## src/psq_pkg.sv

```systemverilog
// Shared constants and types for the program sequencer block.
package psq_pkg;
   ////////////////////////////////////////////////////////////////////////////
   // Widths and sizes.
   localparam int PC_W = 12; // Program counter width.
   localparam int PCL_W = 8; // Software-visible low byte width.
   localparam int PAGE_W = 4; // Page number width above the low byte.
   localparam int WORD_W = 16; // Program memory word width.
   localparam int STK_DEPTH = 8; // Return stack levels.
   localparam int STK_PW = 3; // Stack write pointer width.
   localparam int STK_CW = 4; // Stack occupancy counter width.
   localparam int ADDR_W = 3; // Register port address width.
   ////////////////////////////////////////////////////////////////////////////
   // Instruction cycle phases, four machine clocks per instruction cycle.
   localparam logic [1:0] PH_T1 = 2'h0; // Fetch starts, counter has advanced.
   localparam logic [1:0] PH_T4 = 2'h3; // Decoder result is taken here.
   ////////////////////////////////////////////////////////////////////////////
   // Fixed addresses and reset values.
   localparam logic [PC_W-1:0] RESET_VEC = 12'h000; // Start address after reset.
   localparam logic [PAGE_W-1:0] LAST_PAGE = 4'hf; // Page used by the last-page table read.
   localparam logic [STK_CW-1:0] STK_FULL = 4'h8; // Occupancy when every level is used.
   localparam logic [7:0] ACC_RST = 8'h00; // Accumulator reset value.
   localparam logic [3:0] STATUS_RST = 4'h0; // Status flags reset value.
   localparam logic [7:0] TBLP_RST = 8'h00; // Table pointer low reset value.
   localparam logic [3:0] TBHP_RST = 4'h0; // Table pointer high reset value.
   localparam logic [7:0] TABLE_HIGH_RESULT_RST = 8'h00; // Table high result reset value.
   localparam logic [7:0] TABLE_HIGH_RESULT_MASK = 8'hff; // Bits backed by the program word.
   ////////////////////////////////////////////////////////////////////////////
   // Register offsets on the plain register port.
   localparam logic [ADDR_W-1:0] REG_PCL = 3'h0; // Program counter low byte.
   localparam logic [ADDR_W-1:0] REG_TBLP = 3'h1; // Table pointer low.
   localparam logic [ADDR_W-1:0] REG_TBHP = 3'h2; // Table pointer high.
   localparam logic [ADDR_W-1:0] REG_TABLE_HIGH_RESULT = 3'h3; // Table high result, read only.
   localparam logic [ADDR_W-1:0] REG_ACC = 3'h4; // Accumulator.
   localparam logic [ADDR_W-1:0] REG_STATUS = 3'h5; // Status flags.
   ////////////////////////////////////////////////////////////////////////////
   // Status flag positions.
   localparam int ST_C = 0; // Carry, set means no borrow on subtract.
   localparam int ST_AC = 1; // Auxiliary carry from the low nibble.
   localparam int ST_Z = 2; // Result was zero.
   localparam int ST_OV = 3; // Signed overflow.
   ////////////////////////////////////////////////////////////////////////////
   // Instruction classes delivered by the decoder at phase T4.
   typedef enum logic [3:0] {
      OP_NONE, OP_ALU, OP_JUMP, OP_CALL, OP_RET, OP_INTERRUPT_RETURN, OP_SKIP,
      OP_TBL_FULL, OP_TBL_PAGE, OP_TBL_LAST
   } psq_op_t;
   // ALU operations; rotates, increments and complement work on the operand.
   typedef enum logic [3:0] {
      ALU_ADD, ALU_ADC, ALU_SUB, ALU_SBC, ALU_DADJ, ALU_AND, ALU_OR, ALU_XOR,
      ALU_CPL, ALU_RR, ALU_RRC, ALU_RL, ALU_RLC, ALU_INC, ALU_DEC, ALU_MOV
   } psq_alu_t;
endpackage

```

## src/psq_sequencer.sv

```systemverilog
// Program sequencer: counter, return stack, table reads, ALU and register port.
//
// Implementation choices: the plain strobed port and the register offsets.
module psq_sequencer #(
   parameter logic [11:0] INT_VECTOR = 12'h004 // Interrupt entry address.
) (
   input wire logic mclk, // Machine clock, 250 MHz.
   input wire logic rst, // Synchronous reset, active high.
   output logic [psq_pkg::PC_W-1:0] pm_addr, // Program memory address.
   input wire logic [psq_pkg::WORD_W-1:0] pm_data, // Program word, sampled at T4.
   output logic [psq_pkg::WORD_W-1:0] instr, // Instruction under execution.
   output logic instr_vld, // High when instr is a real instruction.
   output logic [1:0] phase, // Current phase, 0 is T1.
   input wire psq_pkg::psq_op_t op_kind, // Instruction class, taken at T4.
   input wire logic [psq_pkg::PC_W-1:0] op_target, // Jump or call target.
   input wire psq_pkg::psq_alu_t alu_op, // ALU operation.
   input wire logic [7:0] alu_b, // Memory operand.
   input wire logic alu_to_mem, // Send ALU result to memory.
   input wire logic skip_on_nz, // Skip when result is non-zero instead.
   output logic dm_wr, // One-cycle data memory write pulse.
   output logic [7:0] dm_wdata, // Data memory write value.
   input wire logic int_req, // Enabled, latched interrupt request.
   output logic int_ack, // One-cycle interrupt acknowledge pulse.
   input wire logic [psq_pkg::ADDR_W-1:0] reg_addr, // Register address.
   input wire logic [7:0] reg_wdata, // Register write data.
   input wire logic reg_wr, // Register write strobe.
   input wire logic reg_rd, // Register read strobe.
   output logic [7:0] reg_rdata // Read data, the cycle after the strobe.
);
   import psq_pkg::*;

   ////////////////////////////////////////////////////////////////////////////
   // All state of the block in one record.
   typedef struct packed {
      logic [1:0] ph; // Phase counter.
      logic [PC_W-1:0] pc; // Address being fetched this cycle.
      logic vld; // Executing instruction is real.
      logic tbl; // Second cycle of a table read.
      logic [PC_W-1:0] tbl_addr; // Table read address.
      logic [STK_DEPTH-1:0][PC_W-1:0] stk; // Return stack storage.
      logic [STK_PW-1:0] wp; // Next free stack slot.
      logic [STK_CW-1:0] cnt; // Stack occupancy.
      logic pcl_pend; // Software wrote the low byte.
      logic [7:0] pcl_val; // Value written to the low byte.
      logic [7:0] tblp; // Table pointer low.
      logic [3:0] tbhp; // Table pointer high.
      logic [7:0] table_high_result; // Table high result.
      logic [7:0] acc; // Accumulator.
      logic [3:0] st; // Status flags.
      logic [WORD_W-1:0] instr; // Fetched instruction.
      logic [PC_W-1:0] pm_addr; // Registered memory address.
      logic [7:0] rdata; // Registered read data.
      logic ack; // Interrupt acknowledge pulse.
      logic dm_wr; // Data memory write pulse.
      logic [7:0] dm_wdata; // Data memory write value.
   } psq_state_t;

   psq_state_t s_q; // Registered state.
   psq_state_t s_d; // Next state.
   logic [7:0] alu_r; // ALU result.
   logic [3:0] alu_f; // ALU flags after the operation.
   logic [8:0] sum; // Adder with carry out.
   logic [4:0] nib; // Low nibble adder for auxiliary carry.
   logic [7:0] opb; // Adder second operand, inverted on subtract.
   logic cin; // Adder carry in.
   logic [7:0] adj; // Decimal adjust addend.
   logic t4; // Last phase of the instruction cycle.
   logic take_int; // Interrupt is acknowledged this cycle.
   logic skip_hit; // Skip condition met.
   logic [PC_W-1:0] pc_inc; // Sequential next address.

   ////////////////////////////////////////////////////////////////////////////
   // ALU. The adder serves add, subtract and their carry forms; subtract adds
   // the inverted operand so carry set means no borrow.
   always_comb begin
      opb = alu_b;
      cin = 1'b0;
      adj = 8'h00;
      alu_r = alu_b;
      alu_f = s_q.st;
      case (alu_op)
         ALU_ADC: cin = s_q.st[ST_C];
         ALU_SUB: begin
            opb = ~alu_b;
            cin = 1'b1;
         end
         ALU_SBC: begin
            opb = ~alu_b;
            cin = s_q.st[ST_C];
         end
         default: cin = 1'b0;
      endcase
      sum = {1'b0, s_q.acc} + {1'b0, opb} + {8'h00, cin};
      nib = {1'b0, s_q.acc[3:0]} + {1'b0, opb[3:0]} + {4'h0, cin};
      case (alu_op)
         ALU_ADD, ALU_ADC, ALU_SUB, ALU_SBC: begin
            alu_r = sum[7:0];
            alu_f[ST_C] = sum[8];
            alu_f[ST_AC] = nib[4];
            alu_f[ST_OV] = (s_q.acc[7] == opb[7]) && (sum[7] != s_q.acc[7]);
         end
         ALU_DADJ: begin // Decimal adjust of the accumulator.
            if (s_q.acc[3:0] > 4'h9 || s_q.st[ST_AC]) begin
               adj[3:0] = 4'h6;
            end
            if (s_q.acc[7:4] > 4'h9 || s_q.st[ST_C]) begin
               adj[7:4] = 4'h6;
            end
            alu_r = s_q.acc + adj;
            alu_f[ST_C] = s_q.st[ST_C] || (adj[7:4] != 4'h0);
         end
         ALU_AND: alu_r = s_q.acc & alu_b;
         ALU_OR: alu_r = s_q.acc | alu_b;
         ALU_XOR: alu_r = s_q.acc ^ alu_b;
         ALU_CPL: alu_r = ~alu_b;
         ALU_RR: alu_r = {alu_b[0], alu_b[7:1]};
         ALU_RL: alu_r = {alu_b[6:0], alu_b[7]};
         ALU_RRC: begin // Carry rotates through bit 7.
            alu_r = {s_q.st[ST_C], alu_b[7:1]};
            alu_f[ST_C] = alu_b[0];
         end
         ALU_RLC: begin
            alu_r = {alu_b[6:0], s_q.st[ST_C]};
            alu_f[ST_C] = alu_b[7];
         end
         ALU_INC: alu_r = alu_b + 8'h01;
         ALU_DEC: alu_r = alu_b - 8'h01;
         default: alu_r = alu_b;
      endcase
      alu_f[ST_Z] = (alu_r == 8'h00);
   end

   ////////////////////////////////////////////////////////////////////////////
   // Sequencing. Everything that changes the flow is decided at T4 so the new
   // address is on the memory at the next T1.
   always_comb begin
      s_d = s_q;
      t4 = (s_q.ph == PH_T4);
      pc_inc = s_q.pc + 12'h001;
      skip_hit = (alu_r == 8'h00) ^ skip_on_nz;
      take_int = 1'b0;
      s_d.ph = s_q.ph + 2'h1;
      s_d.ack = 1'b0;
      s_d.dm_wr = 1'b0;
      // Register port. A write to the low byte is parked until T4 because it
      // stands for the executing instruction changing the flow.
      if (reg_wr) begin
         case (reg_addr)
            REG_PCL: begin
               s_d.pcl_pend = 1'b1;
               s_d.pcl_val = reg_wdata;
            end
            REG_TBLP: s_d.tblp = reg_wdata;
            REG_TBHP: s_d.tbhp = reg_wdata[3:0];
            REG_ACC: s_d.acc = reg_wdata;
            REG_STATUS: s_d.st = reg_wdata[3:0];
            default: s_d.st = s_q.st; // Table high is read only.
         endcase
      end
      if (reg_rd) begin
         case (reg_addr)
            REG_PCL: s_d.rdata = s_q.pc[7:0];
            REG_TBLP: s_d.rdata = s_q.tblp;
            REG_TBHP: s_d.rdata = {4'h0, s_q.tbhp};
            REG_TABLE_HIGH_RESULT: s_d.rdata = s_q.table_high_result;
            REG_ACC: s_d.rdata = s_q.acc;
            REG_STATUS: s_d.rdata = {4'h0, s_q.st};
            default: s_d.rdata = 8'h00; // Unmapped reads as zero.
         endcase
      end
      if (t4) begin
         s_d.pc = pc_inc;
         s_d.instr = pm_data;
         s_d.vld = 1'b1;
         s_d.tbl = 1'b0;
         if (s_q.tbl) begin
            // Second table cycle: the slot fetched table data, the held
            // instruction now runs and the counter stays put.
            s_d.pc = s_q.pc;
            s_d.instr = s_q.instr;
            s_d.dm_wr = 1'b1;
            s_d.dm_wdata = pm_data[7:0];
            s_d.table_high_result = pm_data[15:8] & TABLE_HIGH_RESULT_MASK;
         end else if (s_q.pcl_pend) begin
            s_d.pc = {s_q.pc[PC_W-1:PCL_W], s_q.pcl_val};
            s_d.vld = 1'b0;
            s_d.pcl_pend = reg_wr && (reg_addr == REG_PCL);
         end else if (s_q.vld && op_kind != OP_NONE && op_kind != OP_ALU) begin
            case (op_kind)
               OP_JUMP: begin
                  s_d.pc = op_target;
                  s_d.vld = 1'b0;
               end
               OP_CALL: begin
                  s_d.stk[s_q.wp] = s_q.pc;
                  s_d.wp = s_q.wp + 3'h1;
                  s_d.cnt = (s_q.cnt == STK_FULL) ? STK_FULL : s_q.cnt + 4'h1;
                  s_d.pc = op_target;
                  s_d.vld = 1'b0;
               end
               OP_RET, OP_INTERRUPT_RETURN: begin
                  s_d.pc = s_q.stk[s_q.wp - 3'h1];
                  s_d.vld = 1'b0;
                  if (s_q.cnt != 4'h0) begin
                     s_d.wp = s_q.wp - 3'h1;
                     s_d.cnt = s_q.cnt - 4'h1;
                  end
               end
               OP_SKIP: begin
                  if (alu_to_mem) begin
                     s_d.dm_wr = 1'b1;
                     s_d.dm_wdata = alu_r;
                  end else begin
                     s_d.acc = alu_r;
                  end
                  s_d.vld = !skip_hit;
               end
               default: begin // Table reads of three address kinds.
                  s_d.tbl = 1'b1;
                  s_d.vld = 1'b0;
                  case (op_kind)
                     OP_TBL_PAGE: s_d.tbl_addr = {s_q.pc[PC_W-1:PCL_W], s_q.tblp};
                     OP_TBL_LAST: s_d.tbl_addr = {LAST_PAGE, s_q.tblp};
                     default: s_d.tbl_addr = {s_q.tbhp, s_q.tblp};
                  endcase
               end
            endcase
         end else begin
            if (s_q.vld && op_kind == OP_ALU) begin
               s_d.st = alu_f;
               if (alu_to_mem) begin
                  s_d.dm_wr = 1'b1;
                  s_d.dm_wdata = alu_r;
               end else begin
                  s_d.acc = alu_r;
               end
            end
            // Interrupt entry replaces the prefetched instruction; it waits
            // while all levels are in use so no return address is lost.
            if (int_req && s_q.cnt != STK_FULL) begin
               take_int = 1'b1;
               s_d.stk[s_q.wp] = s_q.pc;
               s_d.wp = s_q.wp + 3'h1;
               s_d.cnt = s_q.cnt + 4'h1;
               s_d.pc = INT_VECTOR;
               s_d.vld = 1'b0;
               s_d.ack = 1'b1;
            end
         end
         s_d.pm_addr = s_d.tbl ? s_d.tbl_addr : s_d.pc;
      end
      if (rst) begin
         s_d = '0;
         s_d.pc = RESET_VEC;
         s_d.pm_addr = RESET_VEC;
         s_d.wp = 3'h0;
         s_d.cnt = 4'h0;
         s_d.acc = ACC_RST;
         s_d.st = STATUS_RST;
         s_d.tblp = TBLP_RST;
         s_d.tbhp = TBHP_RST;
         s_d.table_high_result = TABLE_HIGH_RESULT_RST;
      end
   end

   // State register; the stack storage is never reachable from the port.
   always_ff @(posedge mclk) begin
      s_q <= s_d;
   end

   assign pm_addr = s_q.pm_addr;
   assign instr = s_q.instr;
   assign instr_vld = s_q.vld;
   assign phase = s_q.ph;
   assign dm_wr = s_q.dm_wr;
   assign dm_wdata = s_q.dm_wdata;
   assign int_ack = s_q.ack;
   assign reg_rdata = s_q.rdata;
endmodule

```

## config.mk

```make
export PLATFORM = sky130hd
export DESIGN_NAME = psq_sequencer
export DESIGN_NICKNAME = d
export VERILOG_FILES = /design/src/psq_pkg.sv /design/src/psq_sequencer.sv
export SDC_FILE = /design/constraint.sdc
export NUM_CORES = 1
export LEC_CHECK = 0
export BUFFER_PORTS_ARGS = -buffer_cell sky130_fd_sc_hd__buf_4
export CORE_MARGIN = 4
export CORE_UTILIZATION = 35
export CTS_CLUSTER_SIZE = 14
export DETAILED_ROUTE_END_ITERATION = 7
export PLACE_DENSITY = 0.62
export SYNTH_ARGS = -nofsm -noshare
export SYNTH_HDL_FRONTEND = slang
export SYNTH_SLANG_ARGS = --single-unit
```

## constraint.sdc

```tcl
create_clock -name mclk -period 5.4 [get_ports mclk]
set_input_delay 0.27 -clock mclk [delete_from_list [all_inputs] [get_ports mclk]]
set_output_delay 0.27 -clock mclk [all_outputs]
set_load 0.01 [all_outputs]
```

==> flow_summary.ini, run 1 <==
[critical_path]
slowest_stage = ha_1
crit_required_ps = 5750
rr_startpoint = s_q[92]
startpoint_type = register
crit_top_cell = mux2i_1
reg2reg_depth = 10
cp-end-kind = register
max_stage_delay_ps = 1030
worstSetupPathType = reg2reg
rrSetupSlack_ps = 1900
crit_path_cell_trace = inv_1 -> ha_1 -> mux4_2 -> mux2i_1 -> a2bb2oi_1 -> o22ai_1 -> a22oi_1 -> mux2i_1 -> mux2i_1 -> nor2_1
cp_max_fo = 22
critPathArrivalTime_ps = 3860
r2r-end = pm_addr[10]

[sta]
fmaxAchievable_mhz = 286
drv_slew = 0
fin_setup_tns_ps = 0
max_slew.worst_pin.slew_ps = 1090
fin_worst_skew_ps = 8.95
fin_crit_sh_pct = 64.9
final_hold_viol_count = 0
rsz0062_at_grt = no
finalCriticalPeriod_ps = 3500
setup_viol = 0
relSlewSlack_pct = 26.8
setup_slack_ps = 1900

[synth]
postSynthCellCount = 1501
syn_nets = 1607
synth_warnings = 0
synthMuxAreaShare_pct = 15.2
synth_top_area_share_pct = 33.1
ys_ff_latch = 206
ys.flop_type = dfxtp_1
syn_avg_cell_area_um2 = 8.30
synth.area.top_cells = dfxtp_1 (33%), mux2i_1 (9.9%), nor2_1 (6.9%)
synth-compound-area-share_pct = 17.2
syn_area_um2 = 12500
synth_top_family_by_area = simple AND/OR/NAND/NOR gates
synth_edf_count = 0
yosysSeqAreaShare_pct = 33.1
synth.distinct_cells = 87
synth-simple-area-share_pct = 19.8
synth_xor_area_share_pct = 1.97
synth_top_area_cell = dfxtp_1
async_reset_ff_share_pct = 0
synth_fa_ha_area_share_pct = 4.66

[detailed_routing]
wl_per_cell_um = 19.5
drt-total-wl_um = 38100
vias_per_cell = 5.59
vias = 10941
drt_iter0_drc = 888
ant_nets = 0
drc = 0
dr.pass1.iters = 5

[min_path]
min_from = pm_data[9]
hp-class = in2reg
whs_path_depth = 3
holdPathEnd = instr[9]

[pwr]
leakage_nw = 5.38
p_int_mw = 2.53
comb_power_share_pct = 13.2
peakVddDrop_v = 0.000173
p_clk_share_pct = 41.1
pwr-share-seq_pct = 45.7
power.net_switching_mw = 0.900
p_per_area_nw_per_um2 = 249
power.total_mw = 3.43
swShare_pct = 26.3

[layout]
n_fill_cell = 3461
final_util_pct = 39.6
antenna_cells = 0
final_common_cell = nor2_1
final_cell_mix = nor2_1 (230), dfxtp_1 (205), nand2_1 (164), buf_4 (125), mux2i_1 (123)
drive_gt1_share_pct = 14.4
synthToLayoutAreaGrowth_pct = 10.5
finalNetCount = 1596

[grt]
grt_max_degree = 127
grt_antenna_before_repair = 1
grt.total_usage_pct = 18.9
grt_pass1_vias = 10303
grt_pass1_wl_um = 59400
grt-ovfl-total = 0

[placed_design]
finalWeightedCongestion = 0.921
dp_slack_ps = 1660
detailed_place_hpwl_um = 27200
io_buffers = 110

[cts]
post_cts_resized = 0
cts_tree = done
clk_latency_ps = 500
hold_buffers = 0
cts.reportedPaths.clkPinSlew_ps = 60
clkSinkCount = 206
cts_inserted_buffers = 22
cts_max_level = 1
cts-root-buf = clkbuf_16
cts_setup_buffers = 0
clockBufferDepth = 3

[floorplanning]
fp.dieW_um = 197
die_h_um = 197
dieArea_um2 = 38700
top_level_ports = 111
num_rows = 68
start_util_pct = 35.8
core_um2 = 34800

[status]
status = completed

[run]
cap_violations = 0
## sequential cells by signal, summed over array words and instances (netlist names)
name	cells
s_q	157
instr	16
pm_addr	12
dm_wdata	8
reg_rdata	8
phase	2
dm_wr	1
instr_vld	1
int_ack	1
## worst max-delay path by stage
stage | from | to | slack [ps] | cells after the start
floorplan | alu_op[3] | dm_wdata[7] | 1590 | 14
global placement | alu_op[3] | instr_vld | 1720 | 14
detailed placement | alu_op[3] | dm_wdata[7] | 1660 | 14
CTS | s_q[92] | pm_addr[10] | 1970 | 10
global route | s_q[92] | pm_addr[6] | 1710 | 10
finish | s_q[92] | pm_addr[10] | 1900 | 10
## kinds of logic (layout without fill, tap and decap cells)
logic type / Yosys count / count (layout)
xor+xnor: 28 / 28
buf+inv: 194 / 194
mux: 158 / 158
fa+ha+maj: 44 / 44
flops: 206 / 206
simple gates: 547 / 547
compound gates: 324 / 324
## power groups by stage
stage               logic (mW)  registers [mW]  clock network (mW)
global placement         0.442            1.60                   0
floorplan                0.311            1.59                   0
global route             0.493            1.57                1.50
finish                   0.451            1.57                1.41
CTS                      0.447            1.57                1.44
detailed placement       0.445            1.60                   0
## per-layer routing
metal	track usage (%)	wire (µm)	up-vias	share of wire, %
met2	29.7	16800	425	44
met3	3.32	3040	72	8.0
li1	-	-	5218	-
met4	4.62	1010	2	2.6
met1	27.2	17300	5224	45
met5	0	9	-	0.024
## metrics by stage
step / cell area [µm²] / hold slack, ps / cells
finish: 13800 / 26.1 / 1956
global route: 13800 / 30.2 / 1956
CTS: 13800 / 16.3 / 1956
detailed placement: 13100 / 447 / 1921
global placement: 13100 / 434 / 1921
floorplan: 12500 / 406 / 1501
## layout make-up
cell class,instances,area [µm²],share of cell area [%]
timing repair buffer,126,950,6.89
inverter,33,124,0.899
multi-input combinational,1101,7350,53.4
clock inverter,2,13.8,0.0999
tap,455,569,4.13
sequential,206,4130,29.9
clock buffer,33,643,4.67
## cells in the mapped netlist, drive strengths merged (6+ instances only)
| master | instances |
|---|---|
| ha | 40 |
| or3 | 8 |
| mux2 | 11 |
| nand3b | 7 |
| o211ai | 16 |
| nor2b | 14 |
| mux2i | 123 |
| dfxtp | 206 |
| a2bb2oi | 6 |
| nand2 | 165 |
| xnor2 | 20 |
| nor2 | 231 |
| inv | 32 |
| and2 | 19 |
| a21o | 9 |
| a22oi | 15 |
| nand2b | 13 |
| mux4 | 24 |
| o21ai | 58 |
| a21oi | 101 |
| nand4 | 7 |
| xor2 | 8 |
| a211oi | 29 |
| buf | 88 |
| nand3 | 33 |
| o22ai | 12 |
| nor3 | 14 |
| a31oi | 16 |
| clkbuf | 73 |
## worst max-delay path: cells and delay by family, from the launching register on
kind | cells | cell delay (ps)
simple gates | 1 | 50
fa+ha+maj | 1 | 1030
flops | 1 | 500
mux | 4 | 920
buf+inv | 1 | 150
compound gates | 3 | 690
Power figures use the tool's default switching activity.
==> run 2: changes to the inputs <==
ABC_AREA = 1   (was unset)
PLACE_DENSITY = 0.64   (was 0.62)
clock period = 2.92 ns   (was 5.4 ns; I/O delays follow)
==> run 2 against run 1 <==
Effect of this change:
- cell area up 5.5%
- critical path type unchanged
- first-iteration DRC count up 15%
- final cell count up 23%
- highest routed layer is now met4
- worst setup slack worse by 1700 ps
- clock-buffer cell count up 1
- non-clock buffer count up 76
==> flow_summary.ini, run 2 <==
[status]
status = completed

[critical_path]
worstSetupPathType = reg2reg
crit_path_cell_trace = o21ai_1 -> nor2_1 -> fa_2 -> fa_2 -> or2_2 -> nand3_1 -> nand2_1 -> inv_1 -> nand2_1 -> nor2_1 -> nand2_1 -> nor2_2 -> nand2_1 -> nor2_4 -> nand3_1 -> nand2_1 -> nand3_1 -> nand2_1 -> a21oi_2
crit_top_cell = nand2_1
cp-end-kind = register
startpoint_type = register
cp_max_fo = 2
max_stage_delay_ps = 360
critPathArrivalTime_ps = 3110
crit_required_ps = 3330
slowest_stage = fa_2

[detailed_routing]
vias = 12577
vias_per_cell = 5.21
drt-total-wl_um = 40800
ant_nets = 0
drc = 0
wl_per_cell_um = 16.9
dr.pass1.iters = 5
drt_iter0_drc = 1017

[synth]
synth_top_area_cell = dfxtp_1
synthMuxAreaShare_pct = 0
synth_edf_count = 0
synth_common_cells = nand2_1 (299), a21oi_1 (261), inv_1 (255), o21ai_0 (255), dfxtp_1 (206)
synth_warnings = 0
ys.flop_type = dfxtp_1
synth-simple-area-share_pct = 20.2
synth_xor_area_share_pct = 1.58
yosysSeqAreaShare_pct = 33.9
synth_top_area_share_pct = 33.9
syn_avg_cell_area_um2 = 6.61
async_reset_ff_share_pct = 0
synth_fa_ha_area_share_pct = 4.77
ys_ff_latch = 206
yosys.cell_count.top_type = nand2_1
syn_area_um2 = 12200
synth.distinct_cells = 47
postSynthCellCount = 1844
syn_nets = 1950
synth-compound-area-share_pct = 25.8
synth_top_family_by_area = compound AO/OA/AOI/OAI gates
synth.area.top_cells = dfxtp_1 (34%), a21oi_1 (11%), o21ai_0 (10%)

[pwr]
leakage_nw = 6.05
peakVddDrop_v = 0.000403
p_per_area_nw_per_um2 = 491
power.total_mw = 7.14

[cts]
clockBufferDepth = 3
cts_max_level = 1
clk_latency_ps = 540
cts.reportedPaths.clkPinSlew_ps = 70
clkSinkCount = 206
cts_tree = done
cts_inserted_buffers = 26
cts-root-buf = clkbuf_16

[sta]
setup_viol = 0
fin_crit_sh_pct = 92.6
drv_slew = 0
max_slew.worst_pin.slew_ps = 871
fin_worst_skew_ps = 16.0
fin_setup_tns_ps = 0
worst_hold_slack_ps = 43.5
fmaxAchievable_mhz = 370
relSlewSlack_pct = 41.8
finalCriticalPeriod_ps = 2700
final_hold_viol_count = 0
rsz0062_at_grt = yes

[floorplanning]
core_um2 = 34500
num_rows = 68
start_util_pct = 35.4
die_h_um = 195
dieArea_um2 = 37900
fp.dieW_um = 195
top_level_ports = 111

[layout]
n_fill_cell = 3642
final-seq-area_um2 = 4120
finalNetCount = 2050
final_cell_area_um2 = 14500
antenna_cells = 0
final_common_cell = nand2_1
drive_gt1_share_pct = 12.4
final_cell_mix = nand2_1 (298), a21oi_1 (261), o21ai_0 (254), inv_1 (253), dfxtp_1 (206)
multiInputGateArea_um2 = 6410
synthToLayoutAreaGrowth_pct = 19.3
regMostFlops = s_q
largest_reg_flops = 157
final-instance-count-excl-fill = 2414

[placed_design]
placed_area_um2 = 13300
dpl.cell_count = 2338
io_buffers = 110
finalWeightedCongestion = 0.955
detailed_place_hpwl_um = 29900

[run]
cap_violations = 0

[grt]
grt.total_usage_pct = 20.5
grt_pass1_vias = 11579
grt_pass1_wl_um = 63800
grt-ovfl-total = 0
grt_antenna_before_repair = 1
grt_max_degree = 121

[min_path]
hp-class = in2reg
## run 2: changes by cell type after synthesis, sizes merged, moves of 78 or more
| cell | change |
|---|---|
| o21ai | +199 |
| nand2 | +137 |
| a21oi | +161 |
| nor2 | -78 |
| inv | +226 |
| mux2i | -123 |
## run 2: routing by layer
metal  routed length, µm  track usage, %
met1               18200            28.2
met2               18800            33.7
met3                2470            2.20
met4                1330            6.67
met5                   0               0
## run 2: path summary, 6_finish.rpt
| check | startpoint | cells past startpoint | endpoint | slack [ps] |
|---|---|---|---|---|
| worst max-delay path | s_q[46] | 19 | instr_vld | 220 |
| worst min-delay path | skip_on_nz | 6 | instr_vld | 40 |
| worst max register to register | s_q[46] | 19 | instr_vld | 220 |
| worst min register to register | s_q[104] | 2 | s_q[104] | 440 |
## run 2: worst max-delay path, delay by kind of cell, from the launching register on
kind	cells	cell delay, ps
flip-flops	1	310
buffers and inverters	1	50
AND/OR/NAND/NOR	14	1330
AO/OA/AOI/OAI	2	170
adder cells (fa/ha/maj)	2	710
## run 2: cells by family after synthesis
| family | after synthesis |
|---|---|
| buf+inv | 390 |
| flops | 206 |
| xor+xnor | 22 |
| simple gates | 590 |
| fa+ha+maj | 44 |
| compound gates | 592 |
## run 2: where the power goes
part | switching (mW) | internal, mW | total, mW
clock network | 1.27 | 1.97 | 3.23
logic | 0.626 | 0.368 | 0.995
registers | 0.0444 | 2.86 | 2.91
total | 1.94 | 5.20 | 7.14
## run 2: final cells by class
type,count,share of cell area [%]
Tap cell,455,3.92
Timing Repair Buffer,202,11.0
Sequential cell,206,28.4
Clock inverter,9,0.981
Inverter,260,6.72
Multi-Input combinational cell,1248,44.1
Clock buffer,34,4.89
## run 2: metrics by stage
stage | utilization [%] | setup slack [ps]
6_report | 42.2 | 215
5_1_grt | 42.2 | -42.7
4_1_cts | 42.0 | 3.88
3_5_place_dp | 38.7 | -224
3_3_place_gp | 38.7 | -222
2_1_floorplan | - | 36.6
## run 2: what timing repair did
item	in CTS	in global routing
resized for setup	0	8
buffers inserted	0	4
setup endpoints to repair	0	8
hold endpoints to repair	63	0
hold buffers	29	0
==> run 3: changes to the inputs <==
PLACE_DENSITY = 0.62   (was 0.64)
clock period = 3.3 ns   (was 2.92 ns; I/O delays follow)
==> run 3 against run 2 <==
Effect of this change:
- clock-buffer cell count grew 2
- first-iteration DRC count up 11%
- clock skew grew 6.1 ps
- worst setup slack improved by 180 ps
- wire length down 1.1%
- cell area shrank 1.9%
- register-to-register slack improved by 180 ps
- sequential share of layout area up 0.55 points
- critical path type unchanged
- critical endpoint unchanged
==> flow_summary.ini, run 3 (synthesis gave the netlist of run 2 again) <==
[status]
status = completed

[min_path]
hp-class = in2reg
min_from = skip_on_nz
holdPathEnd = instr_vld
whs_path_depth = 6

[cts]
clkSinkCount = 206
cts.reportedPaths.clkPinSlew_ps = 60
cts_tree = done
cts_max_level = 1
cts-root-buf = clkbuf_16
cts_setup_buffers = 0
clockBufferDepth = 3
cts_inserted_buffers = 25
clk_latency_ps = 550

[sta]
drv_slew = 0
fmaxAchievable_mhz = 344
max_slew.worst_pin.slew_ps = 987
relSlewSlack_pct = 33.9
fin_setup_tns_ps = 0
fin_worst_skew_ps = 22.1
finalCriticalPeriod_ps = 2910
final_hold_viol_count = 0
fin_crit_sh_pct = 88.1
setup_viol = 0
rsz0062_at_grt = no

[pwr]
power.total_mw = 6.37
leakage_nw = 5.91
p_per_area_nw_per_um2 = 447
peakVddDrop_v = 0.000387

[critical_path]
startpoint_type = register
reg2reg_depth = 19
crit_required_ps = 3700
rrSetupSlack_ps = 390
critPathArrivalTime_ps = 3310
rr_startpoint = s_q[46]
crit_top_cell = nand2_1
worstSetupPathType = reg2reg
crit_path_cell_trace = o21ai_0 -> nor2_1 -> fa_1 -> fa_1 -> or2_2 -> nand3_1 -> nand2_1 -> inv_1 -> nand2_1 -> nor2_1 -> nand2_1 -> nor2_2 -> nand2_1 -> nor2_2 -> nand3_1 -> nand2_1 -> nand3_1 -> nand2_1 -> a21oi_2
cp_num_buf_inv = 1
r2r-end = instr_vld
cp_max_fo = 2
cp-end-kind = register
slowest_stage = fa_1
max_stage_delay_ps = 430
path_delay_family = simple AND/OR/NAND/NOR gates

[grt]
grt-ovfl-total = 0
grt_max_degree = 121
grt_pass1_vias = 11311
grt_antenna_before_repair = 0
grt_pass1_wl_um = 62800
grt.total_usage_pct = 20.2

[detailed_routing]
vias_per_cell = 5.18
ant_nets = 0
wl_per_cell_um = 16.9
drc = 0
drt-total-wl_um = 40300
dr.pass1.iters = 5
drt_iter0_drc = 1129
vias = 12319

[layout]
final_common_cell = nand2_1
n_fill_cell = 3625
antenna_cells = 0
drive_gt1_share_pct = 10.6
final-seq-area_um2 = 4120
multiInputGateArea_um2 = 6380
synthToLayoutAreaGrowth_pct = 17.1
regMostFlops = s_q
largest_reg_flops = 157
final_cell_mix = nand2_1 (299), a21oi_1 (261), o21ai_0 (255), inv_1 (254), dfxtp_1 (206)
finalNetCount = 2012

[run]
cap_violations = 0

[floorplanning]
fp.dieW_um = 195
die_h_um = 195
dieArea_um2 = 37900
num_rows = 68
start_util_pct = 35.4
top_level_ports = 111
core_um2 = 34500

[placed_design]
finalWeightedCongestion = 0.931
io_buffers = 110
detailed_place_hpwl_um = 28900
==> run 3: cell count changes in the layout (fill, tap and decap cells not counted), moves of 2 or more <==
cell	previous run	this run
clkinvlp_4	3	0
clkbuf_1	5	3
clkinv_2	2	5
fa_2	3	0
fa_1	1	4
buf_4	172	136
clkbuf_8	3	8
==> run 3: worst min-delay path: cells and delay by family <==
family,cells,cell delay [ps]
compound gates,1,40
simple gates,3,180
buf+inv,2,150
==> run 3: final cells by class <==
class                      instances  share of cell area (%)
clock buffer                      36                    5.24
multi-input combinational       1248                    44.8
inverter                         260                    6.85
clock inverter                     9                   0.974
tap                              455                    3.99
timing repair buffer             165                    9.26
sequential                       206                    28.9
==> run 3: worst max-delay path by stage <==
stage                   start         to  slack, ps  cells past startpoint
global placement    alu_op[3]  instr_vld         70                     21
floorplan           alu_op[3]  instr_vld         20                     21
CTS                   s_q[46]  instr_vld        300                     19
finish                s_q[46]  instr_vld        390                     19
detailed placement  alu_op[3]  instr_vld        100                     21
global route          s_q[51]  instr_vld         90                     20
==> run 3: timing repair <==
item / in CTS / in global routing
endpoints found under the hold margin: 57 / 0
resized for setup: 0 / 1
endpoints found under the setup margin: 0 / 1
hold buffers: 28 / 0
==> run 3: through the flow <==
| stage | utilization, % | worst slack (ps) | cells | cell area (µm²) | hold WS (ps) |
|---|---|---|---|---|---|
| 2_1_floorplan | - | 23.4 | 1844 | 12200 | 293 |
| 3_3_place_gp | 38.0 | 73.2 | 2306 | 13100 | 402 |
| 3_5_place_dp | 38.0 | 98.8 | 2306 | 13100 | 413 |
| 4_1_cts | 41.4 | 298 | 2379 | 14300 | 26.0 |
| 5_1_grt | 41.4 | 92.2 | 2379 | 14300 | 78.7 |
| 6_report | 41.4 | 393 | 2379 | 14300 | 52.5 |
==> run 3: report_power, final <==
group          switching [mW]  internal [mW]
clock                    1.15           1.81
combinational           0.540          0.298
sequential             0.0415           2.53
==> run 3: per-layer routing <==
layer	up-vias	global-route usage (%)	routed length [µm]
met3	78	2.57	2490
met5	-	0	0
met1	5665	27.7	18100
met4	0	7.21	1470
li1	6177	-	-
met2	399	32.8	18200
